===== src/rtl/adc_ctrl_cfg.svh =====
// Purpose: Register offsets, field positions and reset values of the converter control block
// Assumes: 16-bit registers on a plain address/strobe port
// Notes:   Offsets are word indices on the local port
`ifndef ADC_CTRL_CFG_SVH
`define ADC_CTRL_CFG_SVH

`define ADDR_W              4
`define DATA_W              16
`define NUM_INPUTS          22
`define RESULT_W            12

`define OFS_CONV_CTRL_LOW   4'h0
`define OFS_TRIG_LOW        4'h1
`define OFS_TRIG_HIGH       4'h2
`define OFS_CMP0_CTRL       4'h3
`define OFS_CMP0_LOW        4'h4
`define OFS_CMP0_HIGH       4'h5
`define OFS_CMP1_CTRL       4'h6
`define OFS_CMP1_LOW        4'h7
`define OFS_CMP1_HIGH       4'h8
`define OFS_IRQ_STATUS      4'h9
`define OFS_IRQ_MASK        4'ha

`define BIT_CONVERTER_ON    15
`define BIT_HALT_IN_IDLE    13
`define MASK_CTRL_LOW       16'ha000
`define MASK_TRIG_HIGH      16'h003f

`define BIT_COMPARE_ON      7
`define BIT_IRQ_ON_EVENT    6
`define BIT_EVENT_FLAG      5
`define CMP_COND_W          5
`define CMP_INPUT_LSB       8
`define CMP_INPUT_W         5
`define MASK_CMP_WRITE      16'h00df

`define RESET_REG           16'h0000
`define IRQ_W               2

`endif


===== src/rtl/adc_ctrl_pkg.sv =====
// Purpose: Types of the converter control block
// Assumes: Widths from adc_ctrl_cfg.svh
// Notes:   State is one packed struct
`include "adc_ctrl_cfg.svh"
package adc_ctrl_pkg;

  typedef struct packed {
    logic [`CMP_INPUT_W-1:0] event_input_number;
    logic                    compare_unit_on;
    logic                    interrupt_on_event;
    logic                    event_flag;
    logic [`CMP_COND_W-1:0]  cond_enable;
    logic [`RESULT_W-1:0]    low_limit;
    logic [`RESULT_W-1:0]    high_limit;
  } comparator_type;

  typedef struct packed {
    logic                     converter_on;
    logic                     halt_in_idle;
    logic [`NUM_INPUTS-1:0]   level_trigger_select;
    comparator_type [1:0]     cmp;
    logic [`IRQ_W-1:0]        irq_status;
    logic [`IRQ_W-1:0]        irq_mask;
    logic [`DATA_W-1:0]       read_data;
  } state_type;

endpackage : adc_ctrl_pkg


===== src/rtl/adc_ctrl.sv =====
// Purpose: Converter enable, idle stop, trigger mode and two result comparators
// Assumes: Results arrive as a one-cycle valid with input number, same clock
// Notes:   Register reads return data one cycle after the read strobe
`timescale 1ns/1ns
`include "adc_ctrl_cfg.svh"

// Operation
// The converter runs only while converter_on, bit 15 of the first control register, is set.
// Software finishes configuration before setting converter_on; changes while on are undefined.
// With halt_in_idle set the converter stops while the device is idle, otherwise it keeps going.
// Unimplemented bits of the first control register read zero; software writes zero to bits 6-3.
// Inputs 0 to 15 trigger on level when their low trigger-mode bit is 1 and on edge when 0.
// Inputs 16 to 21 use bits 5-0 of the high trigger-mode register; other bits read zero.
// Two independent comparators each have a control register and low and high limits.
// On an event the comparator stores the 5-bit input number in bits 12-8 of its control register.
// A comparator works only while compare_unit_on is set; clearing it also clears the event flag.
// With interrupt_on_event set each comparator event raises the converter interrupt. The code sets irq_status; irq follows only where irq_mask is set.
// The event flag in bit 5 is set by an event and cleared when software reads the input number.
// The window condition fires when the result is at least low and below high.
// The at-or-above-high condition fires when the result is at or above the high limit.
// The below-high condition fires when the result is strictly below the high limit.
// The at-or-above-low condition fires when the result is at or above the low limit.
// The below-low condition fires when the result is strictly below the low limit.
// Several satisfied conditions on one result make a single event.
module adc_ctrl
(
  input  wire logic                    clk,
  input  wire logic                    arst_n,
  input  wire logic [`ADDR_W-1:0]      addr,
  input  wire logic [`DATA_W-1:0]      wdata,
  input  wire logic                    wr,
  input  wire logic                    rd,
  output logic      [`DATA_W-1:0]      rdata,
  input  wire logic                    device_idle,
  input  wire logic                    result_valid,
  input  wire logic [`CMP_INPUT_W-1:0] result_input,
  input  wire logic [`RESULT_W-1:0]    conversion_result,
  output logic                         converter_run,
  output logic      [`NUM_INPUTS-1:0]  level_trigger_select,
  output logic                         irq
);

  adc_ctrl_pkg::state_type state;
  adc_ctrl_pkg::state_type next_state;
  logic                    idle_sync;
  wire logic [1:0]         cond_hit;
  wire logic [`DATA_W-1:0] ctrl_word [2];

  // Idle comes from the power controller, another domain
  two_flop_sync i_two_flop_sync
  (
    .clk      (clk),
    .arst_n   (arst_n),
    .async_in (device_idle),
    .sync_out (idle_sync)
  );

  // One limit checker and one control word per comparator
  for (genvar g = 0; g < 2; g++)
  begin : gen_cmp
    limit_compare
    #(
      .WIDTH (`RESULT_W)
    )
    i_limit_compare
    (
      .cond_enable (state.cmp[g].cond_enable),
      .result      (conversion_result),
      .low_limit   (state.cmp[g].low_limit),
      .high_limit  (state.cmp[g].high_limit),
      .match       (cond_hit[g])
    );

    cmp_ctrl_word i_cmp_ctrl_word
    (
      .cmp  (state.cmp[g]),
      .word (ctrl_word[g])
    );
  end

  always_comb
  begin
    logic [`CMP_INPUT_W-1:0] idx;
    logic [`IRQ_W-1:0]       irq_set;
    logic                    result_counts;
    next_state = state;
    idx        = 5'h00;
    irq_set    = 2'h0;
    next_state.read_data = 16'h0000;
    // A stopped converter delivers nothing worth comparing
    result_counts = result_valid && converter_run;

    // Register reads; flag clear happens before the event update so set wins
    if (rd)
    begin
      case (addr)
        `OFS_CONV_CTRL_LOW:
        begin
          next_state.read_data = {state.converter_on, 1'b0, state.halt_in_idle,
                                  13'h0000};
        end
        `OFS_TRIG_LOW:
        begin
          next_state.read_data = state.level_trigger_select[15:0];
        end
        `OFS_TRIG_HIGH:
        begin
          next_state.read_data = {10'h000, state.level_trigger_select[21:16]};
        end
        `OFS_CMP0_CTRL:
        begin
          next_state.read_data = ctrl_word[0];
          next_state.cmp[0].event_flag = 1'b0;
        end
        `OFS_CMP0_LOW:
        begin
          next_state.read_data = {4'h0, state.cmp[0].low_limit};
        end
        `OFS_CMP0_HIGH:
        begin
          next_state.read_data = {4'h0, state.cmp[0].high_limit};
        end
        `OFS_CMP1_CTRL:
        begin
          next_state.read_data = ctrl_word[1];
          next_state.cmp[1].event_flag = 1'b0;
        end
        `OFS_CMP1_LOW:
        begin
          next_state.read_data = {4'h0, state.cmp[1].low_limit};
        end
        `OFS_CMP1_HIGH:
        begin
          next_state.read_data = {4'h0, state.cmp[1].high_limit};
        end
        `OFS_IRQ_STATUS:
        begin
          next_state.read_data = {14'h0000, state.irq_status};
        end
        `OFS_IRQ_MASK:
        begin
          next_state.read_data = {14'h0000, state.irq_mask};
        end
        default:
        begin
          next_state.read_data = 16'h0000;
        end
      endcase
    end

    if (wr)
    begin
      case (addr)
        `OFS_CONV_CTRL_LOW:
        begin
          // Reserved bits 6-3 are not stored; software keeps them zero
          next_state.converter_on = wdata[`BIT_CONVERTER_ON];
          next_state.halt_in_idle = wdata[`BIT_HALT_IN_IDLE];
        end
        `OFS_TRIG_LOW:
        begin
          next_state.level_trigger_select[15:0] = wdata;
        end
        `OFS_TRIG_HIGH:
        begin
          next_state.level_trigger_select[21:16] = wdata[5:0];
        end
        `OFS_CMP0_CTRL:
        begin
          next_state.cmp[0].compare_unit_on    = wdata[`BIT_COMPARE_ON];
          next_state.cmp[0].interrupt_on_event = wdata[`BIT_IRQ_ON_EVENT];
          next_state.cmp[0].cond_enable        = wdata[`CMP_COND_W-1:0];
          if (!wdata[`BIT_COMPARE_ON])
            next_state.cmp[0].event_flag = 1'b0;
        end
        `OFS_CMP0_LOW:
        begin
          next_state.cmp[0].low_limit = wdata[`RESULT_W-1:0];
        end
        `OFS_CMP0_HIGH:
        begin
          next_state.cmp[0].high_limit = wdata[`RESULT_W-1:0];
        end
        `OFS_CMP1_CTRL:
        begin
          next_state.cmp[1].compare_unit_on    = wdata[`BIT_COMPARE_ON];
          next_state.cmp[1].interrupt_on_event = wdata[`BIT_IRQ_ON_EVENT];
          next_state.cmp[1].cond_enable        = wdata[`CMP_COND_W-1:0];
          if (!wdata[`BIT_COMPARE_ON])
            next_state.cmp[1].event_flag = 1'b0;
        end
        `OFS_CMP1_LOW:
        begin
          next_state.cmp[1].low_limit = wdata[`RESULT_W-1:0];
        end
        `OFS_CMP1_HIGH:
        begin
          next_state.cmp[1].high_limit = wdata[`RESULT_W-1:0];
        end
        `OFS_IRQ_STATUS:
        begin
          // Write one to clear; a same-cycle event sets it again below
          next_state.irq_status = state.irq_status & ~wdata[`IRQ_W-1:0];
        end
        `OFS_IRQ_MASK:
        begin
          next_state.irq_mask = wdata[`IRQ_W-1:0];
        end
        default:
        begin
        end
      endcase
    end

    // Comparison of each delivered result
    idx = result_input;
    for (int i = 0; i < 2; i++)
    begin
      if (result_counts && state.cmp[i].compare_unit_on)
      begin
        if (cond_hit[i])
        begin
          next_state.cmp[i].event_flag         = 1'b1;
          next_state.cmp[i].event_input_number = idx;
          if (state.cmp[i].interrupt_on_event)
            irq_set[i] = 1'b1;
        end
      end
    end
    // Set wins over a clear in the same cycle
    next_state.irq_status = next_state.irq_status | irq_set;
  end

  always_ff @(posedge clk or negedge arst_n)
  begin
    if (!arst_n)
    begin
      state <= '0;
    end
    else
    begin
      state <= next_state;
    end
  end

  // Outputs come from state, and converter_run also from idle_sync; irq is a level, not a pulse
  assign converter_run        = state.converter_on && !(state.halt_in_idle && idle_sync);
  assign level_trigger_select = state.level_trigger_select;
  assign rdata                = state.read_data;
  assign irq                  = |(state.irq_status & state.irq_mask);

endmodule : adc_ctrl

// Two-flop synchroniser for a level from another clock domain
// Only the second flop is read; the first may still be settling
module two_flop_sync
#(
  parameter logic RESET_VALUE = 1'b0
)
(
  input  wire logic clk,
  input  wire logic arst_n,
  input  wire logic async_in,
  output logic      sync_out
);

  logic meta;
  logic hold;

  always_ff @(posedge clk or negedge arst_n)
  begin
    if (!arst_n)
    begin
      meta <= RESET_VALUE;
      hold <= RESET_VALUE;
    end
    else
    begin
      meta <= async_in;
      hold <= meta;
    end
  end

  assign sync_out = hold;

endmodule : two_flop_sync

// Tests one result against one comparator's limits and enabled conditions
// Pure combinational; the caller decides whether the result counts at all
module limit_compare
#(
  parameter int WIDTH = `RESULT_W
)
(
  input  wire logic [`CMP_COND_W-1:0] cond_enable,
  input  wire logic [WIDTH-1:0]       result,
  input  wire logic [WIDTH-1:0]       low_limit,
  input  wire logic [WIDTH-1:0]       high_limit,
  output logic                        match
);

  logic                   below_low;
  logic                   below_high;
  logic                   at_or_above_low;
  logic                   at_or_above_high;
  logic                   in_window;
  logic [`CMP_COND_W-1:0] cond_met;

  // Unsigned compares; a low limit at or above the high limit empties the window
  assign below_low        = result < low_limit;
  assign below_high       = result < high_limit;
  assign at_or_above_low  = !below_low;
  assign at_or_above_high = !below_high;
  assign in_window        = at_or_above_low && below_high;

  assign cond_met[4] = cond_enable[4] && in_window;
  assign cond_met[3] = cond_enable[3] && at_or_above_high;
  assign cond_met[2] = cond_enable[2] && below_high;
  assign cond_met[1] = cond_enable[1] && at_or_above_low;
  assign cond_met[0] = cond_enable[0] && below_low;

  // Several met conditions still make one event
  assign match = |cond_met;

endmodule : limit_compare

// Packs one comparator's state into its control register layout
// Bits 15-13 are unimplemented and read zero
// Clearing the flag on a read is left to the register logic
module cmp_ctrl_word
(
  input  wire adc_ctrl_pkg::comparator_type cmp,
  output logic [`DATA_W-1:0]                word
);

  assign word[15:13] = 3'h0;
  assign word[12:8]  = cmp.event_input_number;
  assign word[7]     = cmp.compare_unit_on;
  assign word[6]     = cmp.interrupt_on_event;
  assign word[5]     = cmp.event_flag;
  assign word[4:0]   = cmp.cond_enable;

endmodule : cmp_ctrl_word


===== config.mk =====
export PLATFORM = sky130hd
export DESIGN_NAME = adc_ctrl
export DESIGN_NICKNAME = d
export VERILOG_FILES = /design/src/rtl/adc_ctrl_pkg.sv /design/src/rtl/adc_ctrl.sv
export VERILOG_INCLUDE_DIRS = /design/src /design/src/rtl
export SDC_FILE = /design/constraint.sdc
export NUM_CORES = 1
export LEC_CHECK = 0
export BUFFER_PORTS_ARGS = -buffer_cell sky130_fd_sc_hd__clkbuf_2
export CAP_MARGIN = 15
export CORE_MARGIN = 2
export CORE_UTILIZATION = 40
export DETAILED_ROUTE_END_ITERATION = 8
export PLACE_DENSITY = 0.72
export REMOVE_ABC_BUFFERS = 1
export SYNTH_ARGS = -nofsm -noshare
export SYNTH_HDL_FRONTEND = slang
export SYNTH_SLANG_ARGS = --single-unit

===== constraint.sdc =====
create_clock -name clk -period 2.1 [get_ports clk]
set_input_delay 0.105 -clock clk [delete_from_list [all_inputs] [get_ports clk]]
set_output_delay 0.105 -clock clk [all_outputs]
set_load 0.02 [all_outputs]

# Word-level counts from Yosys, hierarchy flattened
# Cells that the tools add are included.
[totals] register_bits=120 input_bits=43 output_inout_bits=40
[op_classes] order_cmp=4 eq_ne=10 n_mux=28 bitwise=4 n_reduce_logical=38
[ops] operator="$pmux W16 S11" count=1
[ops] operator="$lt A12 B12 Y1" count=4
[ops] operator="$mux W12" count=4
[ops] operator="$mux W34" count=1
[ops] operator="$mux W30" count=1
[ops] operator="$reduce_and A2 Y1" count=12
[ops] operator="$logic_and A1 B1 Y1" count=17
[ops] operator="$eq A4 B3 Y1 const B" count=4
[ops] operator="$mux W1" count=16
[ops] operator="$mux W16" count=1
[ops] operator="$eq A4 B4 Y1 const B" count=3
[ops] operator="$mux W6" count=2
[ops] operator="$reduce_or A5 Y1" count=2
[ops] operator="$eq A4 B2 Y1 const B" count=2
[ops] operator="$logic_not A1 Y1" count=5
[ops] operator="$and A2 B2 Y2" count=2
[ops] operator="$eq A4 B1 Y1 const B" count=1
[ops] operator="$logic_not A4 Y1" count=1
[ops] operator="$mux W2" count=2
[ops] operator="$not A2 Y2" count=1
[ops] operator="$or A2 B2 Y2" count=1
[ops] operator="$reduce_or A2 Y1" count=1

# Logic depth before layout (Yosys ltp)
[depth] depth_word=8 mapped_depth=10 mapped_depth_nobuf=9

# Hierarchy
# From an unflattened synthesis, not the netlist that was laid out.
[hier_totals] cells_unflattened=660 hier_area_um2=7343.3
[modules_own_cells] module="adc_ctrl" instances=1 cells_each=462 area_per_inst_um2=5809.3 seq_area_each_um2=2952.8
[modules_own_cells] module="limit_compare" instances=2 cells_each=81 area_per_inst_um2=618.1 seq_area_each_um2=0.0
[modules_own_cells] module="cmp_ctrl_word" instances=2 cells_each=17 area_per_inst_um2=123.9 seq_area_each_um2=0.0
[modules_own_cells] module="two_flop_sync" instances=1 cells_each=2 area_per_inst_um2=50.0 seq_area_each_um2=50.0

# Worst setup path after synthesis
# Ideal clock, no wire load.
[synth_timing] path_kind="flip-flop to flip-flop" from="register state[71] (netlist name)" to="register state[89] (netlist name)" arrival_ns=2.187 required_time_ns=1.975 path_slack_ns=-0.212 path_stages_with_launch=11 path_buffers=1 period_less_slack_ns=2.312 cell_sequence="dfrtp_1 inv_1 ha_1 a211oi_2 o21ai_2 a2111oi_4 a311o_2 a21o_1 and3_4 buf_6 mux2_4"
[synth_via] elab_chain_cells=6 elab_cells_between_ends=8 cone_classes="1 x order compare; 7 x reduce/logical"
[synth_lines] element="from (decl)" line="adc_ctrl.sv:43" text="adc_ctrl_pkg::state_type state;"
[synth_lines] element="from (signal assigned)" line="adc_ctrl.sv:242" text="state <= next_state;"
[synth_lines] element="$lt A12 B12 Y1 (*)" line="adc_ctrl.sv:310" text="assign below_low = result < low_limit;"
[synth_lines] element="$logic_not A1 Y1" line="adc_ctrl.sv:312" text="assign at_or_above_low = !below_low;"
[synth_lines] element="$logic_and A1 B1 Y1" line="adc_ctrl.sv:314" text="assign in_window = at_or_above_low && below_high;"
[synth_lines] element="$logic_and A1 B1 Y1" line="adc_ctrl.sv:316" text="assign cond_met[4] = cond_enable[4] && in_window;"
[synth_lines] element="$reduce_or A5 Y1 (*)" line="adc_ctrl.sv:323" text="assign match = |cond_met;"
[synth_lines] element="$reduce_and A2 Y1 (no source line) (*)"
# Every way passes the cells marked *; elsewhere a longest branch is shown, timed or not.
# A chain may end at the register's enable or synchronous reset.

# Final worst setup path
[layout_timing] from="register state[22] (netlist name)" to="register state[52] (netlist name)"
[layout_via] elab_chain_cells=5 elab_cells_between_ends=8 cone_classes="1 x order compare; 7 x reduce/logical"
[layout_lines] element="$lt A12 B12 Y1 (*)" line="adc_ctrl.sv:311" text="assign below_high = result < high_limit;"
[layout_lines] element="$logic_not A1 Y1 or $logic_and A1 B1 Y1 (tied branches)" line="adc_ctrl.sv:313, adc_ctrl.sv:314"
[layout_lines] element="$logic_and A1 B1 Y1 (on tied branches)" line="adc_ctrl.sv:317, adc_ctrl.sv:316"
[layout_lines] element="$reduce_or A5 Y1 (*)" line="adc_ctrl.sv:323"
[layout_lines] element="$reduce_and A2 Y1 (no source line) (*)"
# Marked as above.

==> reports/results.tsv <==
metric	value	unit
status	finished, violations left	
failing checks	setup timing	
first-pass GRT wire length	29070	microns
power per cell area	1053	nW/um^2
Worst R2R Path Depth	9	
DRT Pass-1 Iters	5	
clk slew on worst S/H paths	0.05	ns
Post-synth EDFFs	0	
Crit Path Category	flop to flop	
Rows	46	
mapped cell area	6526	sq um
die area	17350	sq um
share of cells above drive strength 1	0.4272	
Ports	83	
hold depth	2	
hold path endpoint	level_trigger_select[5]	
pre-CTS setup slack	-0.4451	ns
critical path's top delay family	compound AO/OA/AOI/OAI gates	
area delta synth->final	29.51	%
Vias	5151	
startpoint class of the critical path	flop	
PortBufs	82	
total power	8.902	mW
CTS Buf Count	17	
Initial Util	0.4094	
Hold WC Path Type	input port to flop	
fin util	0.5301	
Worst Setup End Kind	flop	
final instance area	8452	sq um
Worst Path Buf+Inv	2	
CTS root buffer	clkbuf_16	
Placed Area	7385	sq um
clk_skew	0.007073	ns
nets@finish	810	
fillers	1409	
final setup fails	14	
DR iter-0 viols	386	
prevailing post-synth register cell	dfrtp_1	
critical path data arrival time	2.71	ns
Vias/cell	5.416	
Worst R2R Start	state[22]	
gr usage total	0.2179	
Final WS setup	-0.3030	ns
Synth cell types	51	
Levels on crit path	9	
register area share after synthesis	0.4601	
Post-DRT Antenna Nets	0	
worst vdd ir	0.6194	mV
Avg Cell Area, Syn	11.12	sq um
Rel. slew slack	0.4202	
Synth Register Bits	120	
TNS Setup	-3.684	ns
worst hold start	wdata[5]	
clock sink count	120	
Reg area	3003	sq um
DR WL/cell	19.42	microns
R2R Setup Slk	-0.30	ns
Highest Clock Rate	416.1	MHz
max cap viols	0	
CP required	2.40	ns
Max Slew Vio Count	0	
CTS tree	built	
FFs w/ async S/R, synth	1.000	
Synth Instances	587	
min Tclk post-route	2.403	ns
vias in the first global route	5279	
CP Cell Sequence	inv_1 > ha_4 > o211ai_1 > a211o_1 > a41o_1 > a211o_1 > a2bb2oi_4 > buf_12 > mux2_4	
die height	131.7	microns
Core ar.	15940	sq um
yosys warns	0	
Worst-Margin Slew	0.8676	ns
Worst Path Max Fanout	6	
Final Hold Viols	0	
grt ovf	0	
fin crit share	1.144	
Lkg Pwr	4.016	nW
Die W	131.7	microns
RSZ-0062 raised after global routing	true	
dpl hpwl	13000	microns
max incr delay on CP	0.35	ns
CP most frequent cell	a211o_1	
FF-to-FF End	state[52]	
initial antenna violation count	0	
# diodes	0	
WL final	18470	microns
H-tree Lvls	4	
worst skew pair latency	0.42	ns
slowest CP cell	dfrtp_1	
routability cong.	0.9181	
pin count of the biggest net entering global routing	44	
DRC viols	0	
area of the multi-input gates	3138	sq um
maximum root-to-sink buffer count	2	
==> worst reg2reg max path, stage by stage, from the launching register on <==
cell	delay [ns]
dfrtp_1	0.35
inv_1	0.08
ha_4	0.28
o211ai_1	0.14
a211o_1	0.30
a41o_1	0.25
a211o_1	0.30
a2bb2oi_4	0.16
buf_12	0.14
mux2_4	0.30
==> cell families (layout without fill, tap and decap cells) <==
family          after synthesis  after routing  share of synthesized area
flops                       120            120                     0.4601
compound gates              121            121                     0.1367
buf+inv                     114            262                    0.08953
simple gates                 96             96                    0.06787
fa+ha+maj                    44             44                    0.08436
mux                          92             92                     0.1614
==> cell usage in the layout, fill, tap and decap left out, drive strengths merged, types with 3 or more instances in the layout <==
cell type / n
dlygate4sd3: 16
a22oi: 28
nand4: 3
dfrtp: 120
bufinv: 5
a211o: 3
nor2b: 7
clkbuf: 103
buf: 80
a21o: 3
a31oi: 13
a211oi: 6
inv: 54
mux2: 91
clkinv: 3
a222oi: 10
nor2: 27
nand3: 8
nand2: 35
ha: 44
a21oi: 18
o21ai: 20
nor3: 7
and3: 3
==> cells in the mapped netlist, drive strengths merged (2+ instances only) <==
cell	count	area, sq um
o21ai	20	103.9
a211o	3	26.28
dfrtp	120	3003
mux2	91	1044
nand3	8	40.04
o211ai	2	15.01
nand4	3	18.77
a222oi	10	100.1
nor4	2	12.51
a21o	3	22.52
nand2b	2	12.51
nand2	35	131.4
nor2b	7	43.79
clkbuf	13	48.80
nor3	7	45.04
nor2	27	101.4
a31oi	13	81.33
a221oi	2	17.52
a211oi	6	50.05
buf	47	332.8
a21oi	18	90.09
and3	3	23.77
a22oi	28	210.2
a32oi	2	17.52
inv	54	202.7
a22o	2	17.52
ha	44	550.5
==> how the worst max path moves through the flow <==
stage	startpoint	endpoint	slack, ns
6_report	state[22]	state[52]	-0.30
5_1_grt	state[35]	state[52]	-0.38
4_1_cts	state[39]	state[52]	-0.29
3_5_place_dp	state[22]	state[55]	-0.45
3_3_place_gp	state[22]	state[54]	-0.39
2_1_floorplan	state[37]	state[52]	-0.18
==> state kept, by name (all words and copies together), names as in the netlist <==
name	count
i_two_flop_sync.meta	1
i_two_flop_sync.sync_out	1
level_trigger_select	22
rdata	16
state	80
==> final cells by class <==
class | count | share of cell area
timing repair buffer | 177 | 0.1433
tap | 216 | 0.03198
inverter | 54 | 0.02398
clock buffer | 22 | 0.05374
multi-input combinational | 353 | 0.3713
clock inverter | 9 | 0.02043
sequential | 120 | 0.3553
==> where the power goes <==
part	internal [mW]	switching (mW)	leakage (nW)	total, mW
logic	1.30	1.18	2.21	2.48
registers	2.86	0.406	1.50	3.27
clock network	2.12	1.03	0.304	3.15
==> repair_timing <==
item,in CTS,in global routing
hold buffers,16,0
resized for setup,29,11
cloned,0,0
endpoints found under the setup margin,14,14
buffers inserted,8,3
endpoints found under the hold margin,67,0
pin swaps,15,8
==> metal layers <==
metal | share of wire | global-route usage
met2 | 0.47 | 0.3426
met3 | 0.087 | 0.05729
met5 | 0 | 0
met1 | 0.43 | 0.2941
met4 | 0.020 | 0.07246
==> per-stage QoR <==
stage | hold slack, ns | std cells
2_1_floorplan | -0.1906 | 527
3_3_place_gp | 0.1156 | 895
3_5_place_dp | 0.1173 | 895
4_1_cts | 0.01537 | 949
5_1_grt | 0.02074 | 951
6_report | 0.02464 | 951
Power figures use the tool's default switching activity.
